<file path="src/hw/mmdec_pkg.sv">
// package: address map constants and select bundle for the memory map decoder
package mmdec_pkg;
  localparam int ADDR_W = 16;

  // region bounds
  localparam logic [15:0] IO_LO = 16'h0000;
  localparam logic [15:0] IO_HI = 16'h003F;
  localparam logic [15:0] RAM_LO = 16'h0040;
  localparam logic [15:0] RAM_HI = 16'h023F;
  localparam logic [15:0] ROM_LO = 16'hC000;
  localparam logic [15:0] ROM_HI = 16'hFDFF;
  localparam logic [15:0] MON_LO = 16'hFE20;
  localparam logic [15:0] MON_HI = 16'hFF52;
  localparam logic [15:0] VEC_LO = 16'hFFDC;
  localparam logic [15:0] VEC_HI = 16'hFFFF;

  // reserved locations (decode legal, no select)
  localparam logic [15:0] RSV_SUB = 16'hFE02;
  localparam logic [15:0] RSV_A = 16'hFE07;
  localparam logic [15:0] RSV_B = 16'hFE08;
  localparam logic [15:0] RSV_MON_LO = 16'hFE10;
  localparam logic [15:0] RSV_MON_HI = 16'hFE1F;
  localparam logic [15:0] RSV_C = 16'hFF7E;

  // high page system registers
  localparam logic [15:0] BRK_STAT = 16'hFE00;
  localparam logic [15:0] RST_SRC = 16'hFE01;
  localparam logic [15:0] BRK_FLAG = 16'hFE03;
  localparam logic [15:0] IRQ_ONE = 16'hFE04;
  localparam logic [15:0] IRQ_TWO = 16'hFE05;
  localparam logic [15:0] IRQ_THREE = 16'hFE06;
  localparam logic [15:0] BKP_HIGH = 16'hFE09;
  localparam logic [15:0] BKP_LOW = 16'hFE0A;
  localparam logic [15:0] BKP_CTRL = 16'hFE0B;
  localparam logic [15:0] LOW_VOLT = 16'hFE0C;
  localparam logic [15:0] WDOG_CTRL = 16'hFFFF;

  // region selects
  typedef struct packed {
    logic io_sel;
    logic ram_sel;
    logic rom_sel;
    logic mon_sel;
    logic vec_sel;
  } mmdec_region_t;

  // system register selects
  typedef struct packed {
    logic break_status_sel;
    logic reset_source_status_sel;
    logic break_flag_control_sel;
    logic irq_status_one_sel;
    logic irq_status_two_sel;
    logic irq_status_three_sel;
    logic breakpoint_addr_high_sel;
    logic breakpoint_addr_low_sel;
    logic breakpoint_ctrl_sel;
    logic low_voltage_status_sel;
    logic watchdog_ctrl_sel;
  } mmdec_sysreg_t;

  // registered state of the top
  typedef struct packed {
    mmdec_region_t region;
    mmdec_sysreg_t sysreg;
    logic reserved;
    logic illegal;
  } mmdec_state_t;
endpackage

</file>
<file path="src/hw/mmdec_sysreg.sv">
// high page system register select decoder (combinational)
`timescale 1ns/1ps
module mmdec_sysreg (
  // address
  input wire logic [15:0] i_addr,
  // selects
  output mmdec_pkg::mmdec_sysreg_t o_sel
);
  // one equality compare per register; reserved gaps fall through unselected
  always_comb begin
    o_sel = '0;
    o_sel.break_status_sel = (i_addr == mmdec_pkg::BRK_STAT);
    o_sel.reset_source_status_sel = (i_addr == mmdec_pkg::RST_SRC);
    o_sel.break_flag_control_sel = (i_addr == mmdec_pkg::BRK_FLAG);
    o_sel.irq_status_one_sel = (i_addr == mmdec_pkg::IRQ_ONE);
    o_sel.irq_status_two_sel = (i_addr == mmdec_pkg::IRQ_TWO);
    o_sel.irq_status_three_sel = (i_addr == mmdec_pkg::IRQ_THREE);
    o_sel.breakpoint_addr_high_sel = (i_addr == mmdec_pkg::BKP_HIGH);
    o_sel.breakpoint_addr_low_sel = (i_addr == mmdec_pkg::BKP_LOW);
    o_sel.breakpoint_ctrl_sel = (i_addr == mmdec_pkg::BKP_CTRL);
    o_sel.low_voltage_status_sel = (i_addr == mmdec_pkg::LOW_VOLT);
    o_sel.watchdog_ctrl_sel = (i_addr == mmdec_pkg::WDOG_CTRL);
  end
endmodule

</file>
<file path="src/hw/mmdec_top.sv">
// memory map address decoder: region selects, system register selects, illegal flag
// What this block does
// - takes a 16-bit address and puts every address into exactly one class, except $FFFF (vector table and watchdog control)
// - $0000-$003F selects the I/O register page
// - $0040-$023F selects the 512-byte RAM
// - $C000-$FDFF selects the user ROM
// - $FFDC-$FFFF selects the vector table
// - $FE20-$FF52 selects the monitor ROM
// - unimplemented accesses raise an illegal-address indication
// - $FE00, $FE01, $FE03 select break, reset-source, break-flag registers
// - $FE04-$FE06 select the three interrupt status registers
// - $FE09-$FE0B select breakpoint high, low and control registers
// - $FE0C selects low-voltage status; $FFFF also selects watchdog control
// - the illegal-address pulse feeds the system reset logic
`timescale 1ns/1ps
module mmdec_top (
  // clock and reset
  input wire logic i_sys_clk,
  input wire logic i_nrst,
  input wire logic i_clk_en,
  // bus from the core
  input wire logic [15:0] i_addr,
  input wire logic i_access,
  // selects
  output mmdec_pkg::mmdec_region_t o_region,
  output mmdec_pkg::mmdec_sysreg_t o_sysreg,
  output logic o_reserved,
  // to reset logic
  output logic o_illegal_rst
);
  mmdec_pkg::mmdec_state_t state_ff;
  mmdec_pkg::mmdec_state_t nxt_state;
  mmdec_pkg::mmdec_sysreg_t sys_sel;

  // -----------------------------------------------------------------
  // helpers
  // -----------------------------------------------------------------
  function automatic logic in_rng(input logic [15:0] a, input logic [15:0] lo, input logic [15:0] hi);
    in_rng = (a >= lo) && (a <= hi);
  endfunction

  // -----------------------------------------------------------------
  // high page register decode
  // -----------------------------------------------------------------
  mmdec_sysreg u_sysreg (
    .i_addr(i_addr),
    .o_sel(sys_sel)
  );

  // -----------------------------------------------------------------
  // decode; outputs registered so data outputs come from flops
  // -----------------------------------------------------------------
  // selects only assert during a bus access, keeping idle cycles quiet
  always_comb begin
    logic rsv;
    logic any;
    rsv = 1'b0;
    any = 1'b0;
    nxt_state = '0;
    nxt_state.region.io_sel = i_access && in_rng(i_addr, mmdec_pkg::IO_LO, mmdec_pkg::IO_HI);
    nxt_state.region.ram_sel = i_access && in_rng(i_addr, mmdec_pkg::RAM_LO, mmdec_pkg::RAM_HI);
    nxt_state.region.rom_sel = i_access && in_rng(i_addr, mmdec_pkg::ROM_LO, mmdec_pkg::ROM_HI);
    nxt_state.region.mon_sel = i_access && in_rng(i_addr, mmdec_pkg::MON_LO, mmdec_pkg::MON_HI);
    nxt_state.region.vec_sel = i_access && in_rng(i_addr, mmdec_pkg::VEC_LO, mmdec_pkg::VEC_HI);
    nxt_state.sysreg = i_access ? sys_sel : '0;
    // reserved locations decode legal but select nothing
    rsv = (i_addr == mmdec_pkg::RSV_SUB) || (i_addr == mmdec_pkg::RSV_A) || (i_addr == mmdec_pkg::RSV_B)
      || in_rng(i_addr, mmdec_pkg::RSV_MON_LO, mmdec_pkg::RSV_MON_HI) || (i_addr == mmdec_pkg::RSV_C);
    nxt_state.reserved = i_access && rsv;
    any = (|nxt_state.region) || (|nxt_state.sysreg) || nxt_state.reserved;
    // anything else is a hole in the map and must reset the part
    nxt_state.illegal = i_access && !any;
  end

  // state register, frozen while the clock enable is low
  always_ff @(posedge i_sys_clk or negedge i_nrst) begin
    if (!i_nrst) begin
      state_ff <= '0;
    end else if (i_clk_en) begin
      state_ff <= nxt_state;
    end
  end

  // -----------------------------------------------------------------
  // outputs
  // -----------------------------------------------------------------
  assign o_region = state_ff.region;
  assign o_sysreg = state_ff.sysreg;
  assign o_reserved = state_ff.reserved;
  assign o_illegal_rst = state_ff.illegal;

  // -----------------------------------------------------------------
  // assertions
  // -----------------------------------------------------------------
  property p_io_sel;
    @(posedge i_sys_clk) disable iff (!i_nrst)
      (i_clk_en && i_access && i_addr <= mmdec_pkg::IO_HI) |=> o_region.io_sel;
  endproperty
  a_io_sel: assert property (p_io_sel) else $error("io page not selected");

  property p_ram_sel;
    @(posedge i_sys_clk) disable iff (!i_nrst)
      (i_clk_en && i_access) |=>
        (o_region.ram_sel == ($past(i_addr) >= mmdec_pkg::RAM_LO && $past(i_addr) <= mmdec_pkg::RAM_HI));
  endproperty
  a_ram_sel: assert property (p_ram_sel) else $error("ram select wrong");

  property p_rom_sel;
    @(posedge i_sys_clk) disable iff (!i_nrst)
      (i_clk_en && i_access) |=>
        (o_region.rom_sel == ($past(i_addr) >= mmdec_pkg::ROM_LO && $past(i_addr) <= mmdec_pkg::ROM_HI));
  endproperty
  a_rom_sel: assert property (p_rom_sel) else $error("rom select wrong");

  property p_vec_sel;
    @(posedge i_sys_clk) disable iff (!i_nrst)
      (i_clk_en && i_access) |=>
        (o_region.vec_sel == ($past(i_addr) >= mmdec_pkg::VEC_LO && $past(i_addr) <= mmdec_pkg::VEC_HI));
  endproperty
  a_vec_sel: assert property (p_vec_sel) else $error("vector select wrong");

  property p_mon_sel;
    @(posedge i_sys_clk) disable iff (!i_nrst)
      (i_clk_en && i_access) |=>
        (o_region.mon_sel == ($past(i_addr) >= mmdec_pkg::MON_LO && $past(i_addr) <= mmdec_pkg::MON_HI));
  endproperty
  a_mon_sel: assert property (p_mon_sel) else $error("monitor select wrong");

  property p_hole;
    @(posedge i_sys_clk) disable iff (!i_nrst)
      (i_clk_en && i_access && i_addr > mmdec_pkg::RAM_HI && i_addr < mmdec_pkg::ROM_LO) |=> o_illegal_rst;
  endproperty
  a_hole: assert property (p_hole) else $error("hole not flagged illegal");

  property p_illegal_only;
    @(posedge i_sys_clk) disable iff (!i_nrst)
      o_illegal_rst |-> (o_region == '0 && o_sysreg == '0 && !o_reserved);
  endproperty
  a_illegal_only: assert property (p_illegal_only) else $error("illegal with a select");

  property p_onehot;
    @(posedge i_sys_clk) disable iff (!i_nrst)
      $onehot0({o_region, o_sysreg.break_status_sel, o_sysreg.reset_source_status_sel,
        o_sysreg.break_flag_control_sel, o_sysreg.irq_status_one_sel, o_sysreg.irq_status_two_sel,
        o_sysreg.irq_status_three_sel, o_sysreg.breakpoint_addr_high_sel, o_sysreg.breakpoint_addr_low_sel,
        o_sysreg.breakpoint_ctrl_sel, o_sysreg.low_voltage_status_sel, o_reserved, o_illegal_rst});
  endproperty
  a_onehot: assert property (p_onehot) else $error("selects not exclusive");

  property p_class;
    @(posedge i_sys_clk) disable iff (!i_nrst)
      (i_clk_en && i_access) |=> ((|o_region) || (|o_sysreg) || o_reserved || o_illegal_rst);
  endproperty
  a_class: assert property (p_class) else $error("address not classified");

  property p_wdog;
    @(posedge i_sys_clk) disable iff (!i_nrst)
      o_sysreg.watchdog_ctrl_sel |-> o_region.vec_sel;
  endproperty
  a_wdog: assert property (p_wdog) else $error("watchdog without vector");

  property p_breaks;
    @(posedge i_sys_clk) disable iff (!i_nrst)
      (i_clk_en && i_access && i_addr == mmdec_pkg::BKP_CTRL) |=> (o_sysreg.breakpoint_ctrl_sel && !o_illegal_rst);
  endproperty
  a_breaks: assert property (p_breaks) else $error("breakpoint control not selected");

  property p_irq;
    @(posedge i_sys_clk) disable iff (!i_nrst)
      (i_clk_en && i_access && i_addr == mmdec_pkg::IRQ_TWO) |=> o_sysreg.irq_status_two_sel;
  endproperty
  a_irq: assert property (p_irq) else $error("irq status two not selected");

  property p_brk;
    @(posedge i_sys_clk) disable iff (!i_nrst)
      (i_clk_en && i_access && i_addr == mmdec_pkg::RSV_SUB) |=> (o_reserved && !o_sysreg.break_status_sel);
  endproperty
  a_brk: assert property (p_brk) else $error("fe02 not reserved");

  // no access with the clock enable high means every select and the reset request stay quiet
  property p_idle;
    @(posedge i_sys_clk) disable iff (!i_nrst)
      (i_clk_en && !i_access) |=> (o_region == '0 && o_sysreg == '0 && !o_reserved && !o_illegal_rst);
  endproperty
  a_idle: assert property (p_idle) else $error("select without access");

  // clock enable low holds every output where it was
  property p_freeze;
    @(posedge i_sys_clk) disable iff (!i_nrst)
      !i_clk_en |=> ($stable(o_region) && $stable(o_sysreg) && $stable(o_reserved) && $stable(o_illegal_rst));
  endproperty
  a_freeze: assert property (p_freeze) else $error("outputs moved while frozen");

  property p_rsv;
    @(posedge i_sys_clk) disable iff (!i_nrst)
      (i_clk_en && i_access && (i_addr == mmdec_pkg::RSV_A || i_addr == mmdec_pkg::RSV_B
        || i_addr == mmdec_pkg::RSV_C)) |=> (o_reserved && !o_illegal_rst);
  endproperty
  a_rsv: assert property (p_rsv) else $error("reserved byte not marked");

  // the small hole between low-voltage status and the monitor gap is illegal
  property p_gap;
    @(posedge i_sys_clk) disable iff (!i_nrst)
      (i_clk_en && i_access && i_addr > mmdec_pkg::LOW_VOLT && i_addr < mmdec_pkg::RSV_MON_LO) |=> o_illegal_rst;
  endproperty
  a_gap: assert property (p_gap) else $error("high page hole not illegal");

  property p_low_volt;
    @(posedge i_sys_clk) disable iff (!i_nrst)
      (i_clk_en && i_access && i_addr == mmdec_pkg::LOW_VOLT) |=> o_sysreg.low_voltage_status_sel;
  endproperty
  a_low_volt: assert property (p_low_volt) else $error("low voltage status not selected");

  property p_wdog_vec;
    @(posedge i_sys_clk) disable iff (!i_nrst)
      (i_clk_en && i_access && i_addr == mmdec_pkg::WDOG_CTRL) |=> (o_sysreg.watchdog_ctrl_sel && o_region.vec_sel);
  endproperty
  a_wdog_vec: assert property (p_wdog_vec) else $error("top byte not double selected");

  property p_rst_src;
    @(posedge i_sys_clk) disable iff (!i_nrst)
      (i_clk_en && i_access && i_addr == mmdec_pkg::RST_SRC) |=> (o_sysreg.reset_source_status_sel && !o_illegal_rst);
  endproperty
  a_rst_src: assert property (p_rst_src) else $error("reset source not selected");

  property p_bkp_high;
    @(posedge i_sys_clk) disable iff (!i_nrst)
      (i_clk_en && i_access && i_addr == mmdec_pkg::BKP_HIGH) |=> o_sysreg.breakpoint_addr_high_sel;
  endproperty
  a_bkp_high: assert property (p_bkp_high) else $error("breakpoint high not selected");
endmodule

</file>
<file path="config.mk">
export PLATFORM = sky130hd
export DESIGN_NAME = mmdec_top
export DESIGN_NICKNAME = d
export VERILOG_FILES = /design/src/hw/mmdec_pkg.sv /design/src/hw/mmdec_sysreg.sv /design/src/hw/mmdec_top.sv
export SDC_FILE = /design/constraint.sdc
export NUM_CORES = 1
export LEC_CHECK = 0
export BUFFER_PORTS_ARGS = -buffer_cell sky130_fd_sc_hd__buf_4
export CORE_MARGIN = 2
export CORE_UTILIZATION = 48
export CTS_CLUSTER_DIAMETER = 50
export CTS_CLUSTER_SIZE = 16
export DETAILED_ROUTE_END_ITERATION = 16
export PLACE_DENSITY = 0.77
export SLEW_MARGIN = 20
export SYNTH_ARGS = -nofsm -noshare
export SYNTH_HDL_FRONTEND = slang
export SYNTH_SLANG_ARGS = --single-unit
</file>
<file path="constraint.sdc">
create_clock -name i_sys_clk -period 1 [get_ports i_sys_clk]
set_input_delay 0.15 -clock i_sys_clk [delete_from_list [all_inputs] [get_ports i_sys_clk]]
set_output_delay 0.15 -clock i_sys_clk [all_outputs]
set_load 0.01 [all_outputs]
</file>
Yosys cells after proc, flatten, opt, wreduce, memory -nomap -nowiden:

Index checks and enable logic that the tools add are counted.

* register bits after elaboration: 18
* input bits: 20
* output and inout bits: 18
* logic and storage cells: 68

* $lt $le $gt $ge: 12
* equal/unequal tests: 15
* multiplexer cells: 1
* reductions and logical operators: 22

Operators by type and width (number)
* $eq 16x16->1 const B: 15
* $ge 16x16->1 const B: 4
* $le 16x16->1 const B: 4
* $ge 16x1->1 const B: 1
* $ge 16x7->1 const B: 1
* $le 16x10->1 const B: 1
* $le 16x6->1 const B: 1
* $logic_and 1x1->1: 13
* $mux 11: 1
* $reduce_or 11->1: 1
* $logic_or 1x1->1: 6
* $reduce_or 5->1: 1
* $logic_not 1->1: 1

Longest topological paths before layout:

Gate-level depths: netlist of run 1.

* depth in word-level cells: 9
* gate-level depth with buffers: 6
* gate-level depth less buffers: 5

Cells and area by module:

Synthesis of run 1 repeated with hierarchy kept, for this count alone.

* cells, all modules: 129
* area total of the unflattened synthesis: 1116.1 um^2

By module, submodules not included
* mmdec_top: times used 1, cells each 101, area an instance 947.2 um^2, sequential area each 450.4 um^2
* mmdec_sysreg: times used 1, cells each 28, area an instance 168.9 um^2, sequential area each 0.0 um^2

Worst setup path before layout of run 1:

OpenSTA, ideal clock, no wires.

* kind: input to register
* start: input i_addr[2]
* end: register state_ff (netlist bit o_reserved)
* setup time: 125 ps
* arrival time: 1211 ps
* data required time: 875 ps
* setup slack: -335 ps
* cell stages on the path: 6
* buffers on the path: 1
* path through: buf_2 xor2_1 nor3_1 o311ai_0 o41ai_1 mux2_2

* word-level cells in the longest chain between the ends: 6
* elaborated cells between the ends (all ways): 12
* those cells by class: order compare (2); eq/ne (4); reduce/logical (6)

RTL lines
* start, declared: RTL line mmdec_top.sv:22 `input wire logic [15:0] i_addr,`
* branches (longest 4 deep; another with $ge 16x16->1)
* $logic_or 1x1->1 *: RTL line mmdec_top.sv:68 `|| in_rng(i_addr, mmdec_pkg::RSV_MON_LO, mmdec_pkg::RSV_MON_HI) || (i_addr == mmdec_pkg::RSV_C);`
* $logic_and 1x1->1 *: RTL line mmdec_top.sv:69 `nxt_state.reserved = i_access && rsv;`
* end signal, assigned: RTL line mmdec_top.sv:80 `state_ff <= nxt_state;`
* end, declared: RTL line mmdec_top.sv:31 `mmdec_pkg::mmdec_state_t state_ff;`

Mark *: on every way between the ends.
A chain may end at the register's enable or synchronous reset.

Worst setup path after layout of run 1:

* start: input i_addr[8]
* end: register state_ff (netlist bit o_sysreg[3])

* word-level cells in the longest chain between the ends: 2

RTL lines
* $eq 16x16->1: RTL line mmdec_sysreg.sv:19 `o_sel.breakpoint_addr_low_sel = (i_addr == mmdec_pkg::BKP_LOW);`
* $mux 11: RTL line mmdec_top.sv:65 `nxt_state.sysreg = i_access ? sys_sel : '0;`

Every way passes these cells.

==> reports/results.tsv, run 1 <==
metric	value	unit
seqPwrFrac	46.0	%
pre_cts_ws	-560	ps
final-setup-viol-count	28	
worstPathRequired	1240	ps
fill_cells	48	
die_w	49.9	um
crit_fanout	5	
violations	negative setup slack	
wirelength	5210	um
routabilityCongestion	0.875	
path_clk_slew	120	ps
pin_count	38	
design.core.area	0.00198	sq mm
yosysUniqueCellTypes	40	
cts_tree	built	
cts_buffers	3	
io_buffers	37	
synth_area_leader_cell	dfrtp_1	
viasPerCell	6.75	
drive_gt1_share	58.0	%
diodes	0	
max_freq	773	MHz
via_count	1452	
fin_crit	1290	ps
intPower	1.14	mW
ys_ff_latch	18	
cts.sinks	18	
syn_area_per_cell	9.73	sq um
grt_overflow	0	
grt_pass1_vias	1218	
start_util	51.1	%
ir_drop	1330	uV
grt_setup_unrepaired	true	
clockBufferDepth	2	
synth_top_area_share	44.5	%
synth_area_leaders	dfrtp_1 (44%), o2bb2ai_1 (7.8%), nand3_1 (3.5%), nand2_1 (3.3%), mux2_2 (2.2%)	
wl_per_cell	24.2	um
yosysSeqAreaShare	44.5	%
clock_latency	300	ps
ys_warn_count	0	
grt_pass1_wl	5670	um
die_y	49.9	um
fin_ws	-294	ps
drv_slew	0	
rows	16	
tns	-2930	ps
drt_iter0_markers	74	
skew	0	ps
power.density	848	mW/mm^2
fin_nets	209	
drtAntennaViolNets	0	
track_usage	30.0	%
syn2layout_area_growth	86.9	%
cp-start-kind	input pin	
synthCells	104	
syn_nets	124	
tightest_slew	471	ps
syn_area	0.00101	sq mm
antenna_found_initial	0	
drc_errors	0	
worstPathArrival	1540	ps
grt_max_degree	19	
clk_root_buffer_cell	clkbuf_4	
die_area	0.00249	sq mm
finalCritPeriodShare	129	%
p_comb_share	24.1	%
first_pass_iters	5	
power_leakage	0.925	nW
async_flop_share	100	%
hold_class	input pin to async pin	
hpwlAfterDp	2290	um
power.clock.fraction	29.9	%
slew_headroom	68.2	%
hold_violations	0	
synth-edff-count	0	
synthFlopType	dfrtp_1	
cap_violations	0	
critPathKind	input pin to flip-flop	
swShare	28.7	%
status	finished, violations left	
end_kind	flip-flop	
htreeDepth	1	
p_switching	460	uW
## layout by cell type (no fill, tap or decap), types with 3 or more instances in the layout
master / n
a21oi_1: 3
buf_4: 63
buf_6: 20
clkbuf_4: 3
dfrtp_1: 18
inv_1: 3
nand2_1: 8
nand2b_1: 3
nand3_1: 7
nor2_1: 5
nor3_1: 3
o2bb2ai_1: 3
o2bb2ai_2: 6
## flip-flops by register name, summed over array words and instances, names as in the netlist
signal	flops
o_reserved	1
o_sysreg	11
o_region	5
o_illegal_rst	1
## logic make-up (layout without fill, tap and decap cells)
logic type	after synthesis	after routing	synth area share, %
multiplexers	2	2	2.22
AO/OA/AOI/OAI	30	30	23.4
XOR/XNOR	1	1	0.865
flip-flops	18	18	44.5
AND/OR/NAND/NOR	43	43	25.0
buffers and inverters	10	94	4.08
## power groups by stage
stage          Clock (mW)  Combinational, mW  Sequential, mW
6_report            0.480              0.387           0.738
5_1_grt             0.499              0.406           0.739
4_1_cts             0.451              0.318           0.737
3_5_place_dp            0              0.302           0.752
3_3_place_gp            0              0.293           0.752
2_1_floorplan           0              0.104           0.755
## cell usage after synthesis (2+ instances only)
| cell | instances |
|---|---|
| a21o_1 | 2 |
| a21oi_1 | 3 |
| buf_2 | 3 |
| clkbuf_1 | 3 |
| dfrtp_1 | 18 |
| inv_1 | 3 |
| mux2_2 | 2 |
| nand2_1 | 9 |
| nand2b_1 | 3 |
| nand3_1 | 7 |
| nand3b_1 | 2 |
| nand4_1 | 2 |
| nor2_1 | 5 |
| nor3_1 | 3 |
| nor4b_1 | 2 |
| o21ai_0 | 3 |
| o2bb2ai_1 | 9 |
| or3_1 | 3 |
## area by class of cell
| class | count | area, sq um | area share [%] |
|---|---|---|---|
| repair buffers | 86 | 738 | 39.0 |
| multi-input cells | 76 | 618 | 32.7 |
| flip-flops and latches | 18 | 450 | 23.8 |
| clock buffers | 4 | 36.3 | 1.92 |
| well taps | 27 | 33.8 | 1.79 |
| inverters | 4 | 15.0 | 0.794 |
## timing repair
action | in CTS | in global routing
setup endpoints to repair | 17 | 31
pin swaps | 10 | 11
buffers inserted | 5 | 12
hold endpoints to repair | 18 | 0
hold buffers | 1 | 0
gates resized for setup | 9 | 29
## worst max-delay path, stage by stage
cell	delay, ps
buf_6	100
or4_4	560
nor4_4	160
buf_4	190
nand3b_1	170
o2bb2ai_1	210
## worst paths after layout
check	start	endpoint	slack [ps]	cells past startpoint
min in group i_sys_clk	i_clk_en	o_illegal_rst$_DFFE_PN0P_	250	3
max in group asynchronous	i_nrst	o_sysreg[7]$_DFFE_PN0P_	540	2
max	i_addr[8]	o_sysreg[3]$_DFFE_PN0P_	-290	6
max reg2reg	o_sysreg[10]$_DFFE_PN0P_	o_sysreg[10]$_DFFE_PN0P_	90	3
min	i_nrst	o_sysreg[9]$_DFFE_PN0P_	250	2
min reg2reg	o_region[2]$_DFFE_PN0P_	o_region[2]$_DFFE_PN0P_	520	1
## metrics by stage
step,std cells,total power [mW],instance area [sq um],hold WS [ps],utilization (%)
2_1_floorplan,104,0.859,1040,-146,-
3_3_place_gp,195,1.04,1560,23.3,78.7
3_5_place_dp,195,1.05,1560,30.4,78.7
4_1_cts,203,1.51,1670,216,84.4
5_1_grt,215,1.64,1890,259,95.5
6_report,215,1.60,1890,247,95.5
## per-layer routing
| metal | GRT usage (%) | part of all wire (%) |
|---|---|---|
| met1 | 37.2 | 34 |
| met5 | 0 | 0 |
| met4 | 9.26 | 7.6 |
| met2 | 52.9 | 48 |
| met3 | 4.85 | 10 |
Power figures use the tool's default switching activity.
==> inputs of run 2 (changes only) <==
--- a/config.mk
+++ b/config.mk
@@ -6,12 +6,12 @@
 export NUM_CORES = 1
 export LEC_CHECK = 0
 export BUFFER_PORTS_ARGS = -buffer_cell sky130_fd_sc_hd__buf_4
-export CORE_MARGIN = 2
 export CORE_UTILIZATION = 48
 export CTS_CLUSTER_DIAMETER = 50
 export CTS_CLUSTER_SIZE = 16
 export DETAILED_ROUTE_END_ITERATION = 16
 export PLACE_DENSITY = 0.77
+export RECOVER_POWER = 25
 export SLEW_MARGIN = 20
 export SYNTH_ARGS = -nofsm -noshare
 export SYNTH_HDL_FRONTEND = slang
==> reports/results.tsv, run 2 <==
metric	value	unit
cts_buffers	3	
synthCells	104	
yosysMostFrequentCell	dfrtp_1	
worst_endpoint_kind	sequential cell input	
synth-edff-count	0	
synthFlopType	dfrtp_1	
htreeDepth	1	
syn_area_per_cell	9.73	sq um
pre_cts_ws	-589	ps
clk_root_buffer_cell	clkbuf_4	
io_buffers	37	
yosysUniqueCellTypes	40	
async_flop_share	100	%
ys_warn_count	0	
cts.sinks	18	
synth_commonest_cells	dfrtp_1 (18), nand2_1 (9), o2bb2ai_1 (9)	
syn_nets	124	
failing_step	global routing	
syn_area	0.00101	sq mm
rows	16	
routabilityCongestion	0.794	
clockBufferDepth	2	
grt-worst-endpoint	o_sysreg[4]$_DFFE_PN0P_/D	
synth_top_area_share	44.5	%
yosysSeqAreaShare	44.5	%
synth_area_leaders	dfrtp_1 (44%), o2bb2ai_1 (7.8%), nand3_1 (3.5%), nand2_1 (3.3%), mux2_2 (2.2%)	
tool.error	[ERROR DPL-0038] Utilization greater than 100%, impossible to legalize	
pin_count	38	
start_util	51.1	%
die_y	47.9	um
hpwlAfterDp	2440	um
status	stopped before the end	
die_w	47.9	um
ys_ff_latch	18	
synth_area_leader_cell	dfrtp_1	
grt_max_degree	19	
-- run 2: cell counts after synthesis --
Identical to the previous run, type by type.
-- run 2: logic make-up after synthesis --
group	share of synthesized area [%]
mux	2.22
buf+inv	4.08
compound gates	23.4
simple gates	25.0
xor+xnor	0.865
flops	44.5
-- run 2: repair_timing --
action | CTS
endpoints found under the setup margin | 20
pin swaps | 13
hold buffers | 1
setup buffers | 6
endpoints found under the hold margin | 18
gates resized for setup | 17
-- run 2: per-stage QoR --
stage	std cells	cell area (sq um)	TNS [ps]
global placement	196	1570	-6960
CTS	206	1740	-2290
floorplan	104	1040	-3050
detailed placement	196	1570	-7860
==> inputs of run 3 (changes only) <==
--- a/config.mk
+++ b/config.mk
@@ -6,11 +6,10 @@
 export NUM_CORES = 1
 export LEC_CHECK = 0
 export BUFFER_PORTS_ARGS = -buffer_cell sky130_fd_sc_hd__buf_4
-export CORE_UTILIZATION = 48
-export CTS_CLUSTER_DIAMETER = 50
-export CTS_CLUSTER_SIZE = 16
+export CORE_AREA = 2 2 63 65
 export DETAILED_ROUTE_END_ITERATION = 16
-export PLACE_DENSITY = 0.77
+export DIE_AREA = 0 0 65 67
+export PLACE_DENSITY_LB_ADDON = 0.15
 export RECOVER_POWER = 25
 export SLEW_MARGIN = 20
 export SYNTH_ARGS = -nofsm -noshare
==> reports/results.tsv, run 3 (synthesized netlist as in run 1, its figures left out) <==
metric	value	unit
status	finished, violations left	
violations	negative setup slack	
end_kind	flip-flop	
power.density	861	mW/mm^2
finalCritPeriodShare	125	%
die_area	0.00436	sq mm
viasPerCell	4.92	
final_area	0.00184	sq mm
antenna_found_initial	0	
drt_iter0_markers	87	
clock_latency	240	ps
die_y	67	um
final_common_cell	buf_4	
drtAntennaViolNets	0	
rows	22	
hold_class	input pin to flip-flop	
grt_pass1_wl	5320	um
post_dp_cell_area	0.00156	sq mm
start_util	28.1	%
syn2layout_area_growth	81.6	%
critPathKind	input pin to flip-flop	
wirelength	3210	um
grt_pass1_vias	1129	
wl_per_cell	14.4	um
fin_crit	1250	ps
hpwlAfterDp	2320	um
drv_slew	0	
hold_end	o_illegal_rst$_DFFE_PN0P_	
htreeDepth	1	
slowest_stage	or3_4	
skew	0	ps
pin_count	38	
cts.sinks	18	
worstPathRequired	1190	ps
grt_setup_unrepaired	true	
cts_tree	built	
crit_fanout	4	
clockBufferDepth	2	
design.core.area	0.00361	sq mm
hold_depth	3	
clk_root_buffer_cell	clkbuf_8	
largest_reg_flops	11	
first_pass_iters	4	
slowest_delay	410	ps
slew_headroom	71.3	%
regToRegSetupSlack	180	ps
cap_violations	0	
ir_drop	555	uV
hold_start	i_clk_en	
grt_max_degree	19	
path_clk_slew	60	ps
cts_buffers	3	
grt_overflow	0	
cp.buffers_inverters	3	
worstPathArrival	1440	ps
reg2regPathDepth	2	
drc_errors	0	
io_buffers	37	
via_count	1092	
reg2reg_from	o_region[3]$_DFFE_PN0P_	
crit_family	simple AND/OR/NAND/NOR gates	
hold_violations	0	
cp-start-kind	input pin	
final-setup-viol-count	15	
track_usage	15.8	%
tightest_slew	431	ps
fin_nets	196	
die_w	65	um
drive_gt1_share	57.5	%
max_freq	797	MHz
routabilityCongestion	0.792	
power_leakage	0.866	nW
fin_ws	-254	ps
crit_chain	buf_8 > buf_4 > buf_6 > or3_4 > nor2_2 > o311ai_2 > o41ai_4 > mux2_4	
tns	-3110	ps
rr_endpoint	o_region[3]$_DFFE_PN0P_	
final_cell_mix	buf_4 (58), dfrtp_1 (18), buf_6 (10)	
diodes	0	
[run 3: timing repair]
action                                  CTS  global route
hold buffers                              1             0
pin swaps                                 8            15
endpoints found under the hold margin    18             0
buffers inserted                          3             6
endpoints found under the setup margin   16            17
gates resized for setup                  19            20
[run 3: metal layers]
| metal | routed length (um) | global-route usage (%) | vias up |
|---|---|---|---|
| met3 | 110 | 2.20 | 4 |
| met1 | 1540 | 21.7 | 532 |
| met2 | 1520 | 25.1 | 21 |
| li1 | - | - | 535 |
| met4 | 41 | 5.59 | 0 |
| met5 | 0 | 0 | - |
[run 3: worst reg2reg max path, stage by stage (launching register included)]
cell and delay, ps:
dfrtp_1 370, nor2b_1 140, a31o_4 200
[run 3: area by class of cell]
type                            count  area (sq um)
Inverter                            4          15.0
Fill cell                         346          1770
Tap cell                           48          60.1
Clock buffer                        3          41.3
Multi-Input combinational cell     76           663
Timing Repair Buffer               73           608
Sequential cell                    18           450
[run 3: per-stage QoR]
step	worst slack, ps	utilization (%)	hold WS (ps)	std cells	power [mW]
final	-254	51.0	280	222	1.58
after global routing	-334	51.0	293	222	1.67
after CTS	-256	47.4	276	218	1.57
after detailed placement	-549	43.1	31.0	212	1.04
after global placement	-508	43.1	28.7	212	1.04
after floorplan	-290	-	-146	104	0.859
[run 3: power breakdown]
part,switching [mW],internal (mW),leakage [nW]
combinational,0.170,0.193,0.595
clock,0.212,0.267,0.0216
sequential,0.00409,0.735,0.250
total,0.387,1.20,0.866
[run 3: worst max path at each step]
stage	start	endpoint	cells past startpoint
final	i_addr[8]	o_reserved$_DFFE_PN0P_	8
after global routing	i_addr[8]	o_sysreg[2]$_DFFE_PN0P_	5
after CTS	i_addr[8]	o_sysreg[2]$_DFFE_PN0P_	5
after detailed placement	i_addr[8]	o_sysreg[4]$_DFFE_PN0P_	5
after global placement	i_addr[8]	o_sysreg[2]$_DFFE_PN0P_	5
after floorplan	i_addr[8]	o_illegal_rst$_DFFE_PN0P_	5
==> inputs of run 4 (changes only) <==
--- a/config.mk
+++ b/config.mk
@@ -9,7 +9,6 @@
 export CORE_AREA = 2 2 63 65
 export DETAILED_ROUTE_END_ITERATION = 16
 export DIE_AREA = 0 0 65 67
-export PLACE_DENSITY_LB_ADDON = 0.15
 export RECOVER_POWER = 25
 export SLEW_MARGIN = 20
 export SYNTH_ARGS = -nofsm -noshare
==> reports/results.tsv, run 4 (synthesized netlist as in run 1, its figures left out) <==
metric	value	unit
wl_per_cell	14.5	um
final-setup-viol-count	15	
status	finished, violations left	
power_leakage	0.857	nW
htreeDepth	1	
crit_fanout	5	
max_freq	782	MHz
drive_gt1_share	58.7	%
final_common_cell	buf_4	
worstPathArrival	1450	ps
pin_count	38	
fin_nets	194	
place_inst	210	
path_clk_slew	60	ps
cp-start-kind	input pin	
fin_crit	1280	ps
grt_overflow	0	
fin_ws	-279	ps
p_switching	388	uW
die_w	65	um
worstPathRequired	1170	ps
finalCritPeriodShare	128	%
grt_setup_unrepaired	true	
end_kind	flip-flop	
swShare	24.6	%
power.density	861	mW/mm^2
power.clock.fraction	30.3	%
drv_slew	0	
seqPwrFrac	47.0	%
rows	22	
post_dp_cell_area	0.00154	sq mm
drc_errors	0	
grt_max_degree	19	
io_buffers	37	
skew	0	ps
viasPerCell	5.00	
violations	negative setup slack	
syn2layout_area_growth	80.3	%
hpwlAfterDp	2300	um
critPathKind	input pin to flip-flop	
final_cell_count_no_fill	220	
ir_drop	593	uV
grt_pass1_wl	5310	um
die_area	0.00436	sq mm
track_usage	15.7	%
largest_reg_flops	11	
grt_pass1_vias	1206	
antenna_found_initial	0	
slew_headroom	70.8	%
final_cell_mix	buf_4 (62), dfrtp_1 (18), nand2_1 (8)	
cts_buffers	3	
p_comb_share	22.7	%
clk_root_buffer_cell	clkbuf_8	
intPower	1.18	mW
die_y	67	um
design.core.area	0.00361	sq mm
cts.sinks	18	
clock_latency	240	ps
final_area	0.00183	sq mm
tns	-3240	ps
tightest_slew	438	ps
hold_violations	0	
routabilityCongestion	0.816	
wirelength	3190	um
drt_iter0_markers	81	
hold_class	input pin to flip-flop	
cts_tree	built	
timing.hold.ws	282	ps
diodes	0	
cap_violations	0	
start_util	28.1	%
clockBufferDepth	2	
drtAntennaViolNets	0	
via_count	1101	
first_pass_iters	4	
==> run 4: changes by cell type in the layout (fill, tap and decap cells not counted), sizes merged <==
| cell | delta |
|---|---|
| buf | -2 |
==> run 4: area by class of cell <==
| class | count | area (sq um) |
|---|---|---|
| Inverter | 4 | 15.0 |
| Multi-Input combinational cell | 76 | 688 |
| Timing Repair Buffer | 71 | 571 |
| Fill cell | 329 | 1780 |
| Sequential cell | 18 | 450 |
| Clock buffer | 3 | 41.3 |
| Tap cell | 48 | 60.1 |
==> run 4: through the flow <==
| step | utilization, % | setup WS (ps) | total power, mW |
|---|---|---|---|
| floorplan | - | -290 | 0.859 |
| global route | 50.6 | -358 | 1.65 |
| CTS | 46.8 | -257 | 1.56 |
| global placement | 42.7 | -495 | 1.03 |
| finish | 50.6 | -279 | 1.57 |
| detailed placement | 42.7 | -563 | 1.04 |
==> run 4: timing repair <==
action	in CTS	in global routing
resized for setup	15	22
pin swaps	7	12
setup buffers	5	4
hold endpoints to repair	18	0
hold buffers	1	0
setup endpoints to repair	14	17
==> run 4: worst max-delay path: stages <==
cell and delay (ps):
buf_8 90, or4_4 550, nor4_4 270, nand3b_1 210
o2bb2ai_1 170
==> run 4: worst paths after layout <==
check / start / endpoint / slack (ps) / cells after the start
setup / recovery: i_addr[8] / o_sysreg[4]$_DFFE_PN0P_ / -280 / 5
hold / removal: i_clk_en / o_illegal_rst$_DFFE_PN0P_ / 280 / 3
setup reg to reg: o_region[3]$_DFFE_PN0P_ / o_region[3]$_DFFE_PN0P_ / 190 / 2
hold reg to reg: o_region[2]$_DFFE_PN0P_ / o_region[2]$_DFFE_PN0P_ / 490 / 1
max in group asynchronous: i_nrst / o_sysreg[8]$_DFFE_PN0P_ / 320 / 2
min in group asynchronous: i_nrst / o_region[2]$_DFFE_PN0P_ / 370 / 2
==> run 4: power groups by stage <==
stage          Clock (mW)  Sequential, mW  Combinational [mW]
6_report            0.477           0.739               0.357
5_1_grt             0.528           0.738               0.388
4_1_cts             0.503           0.738               0.316
2_1_floorplan           0           0.755               0.104
3_3_place_gp            0           0.752               0.280
3_5_place_dp            0           0.752               0.287
==> run 4: routing by layer <==
layer,vias up,wire length [um],GRT usage [%]
met3,2,94,1.86
met1,547,1480,19.8
met2,22,1590,27.3
met4,0,29,6.38
li1,530,-,-
met5,-,0,0
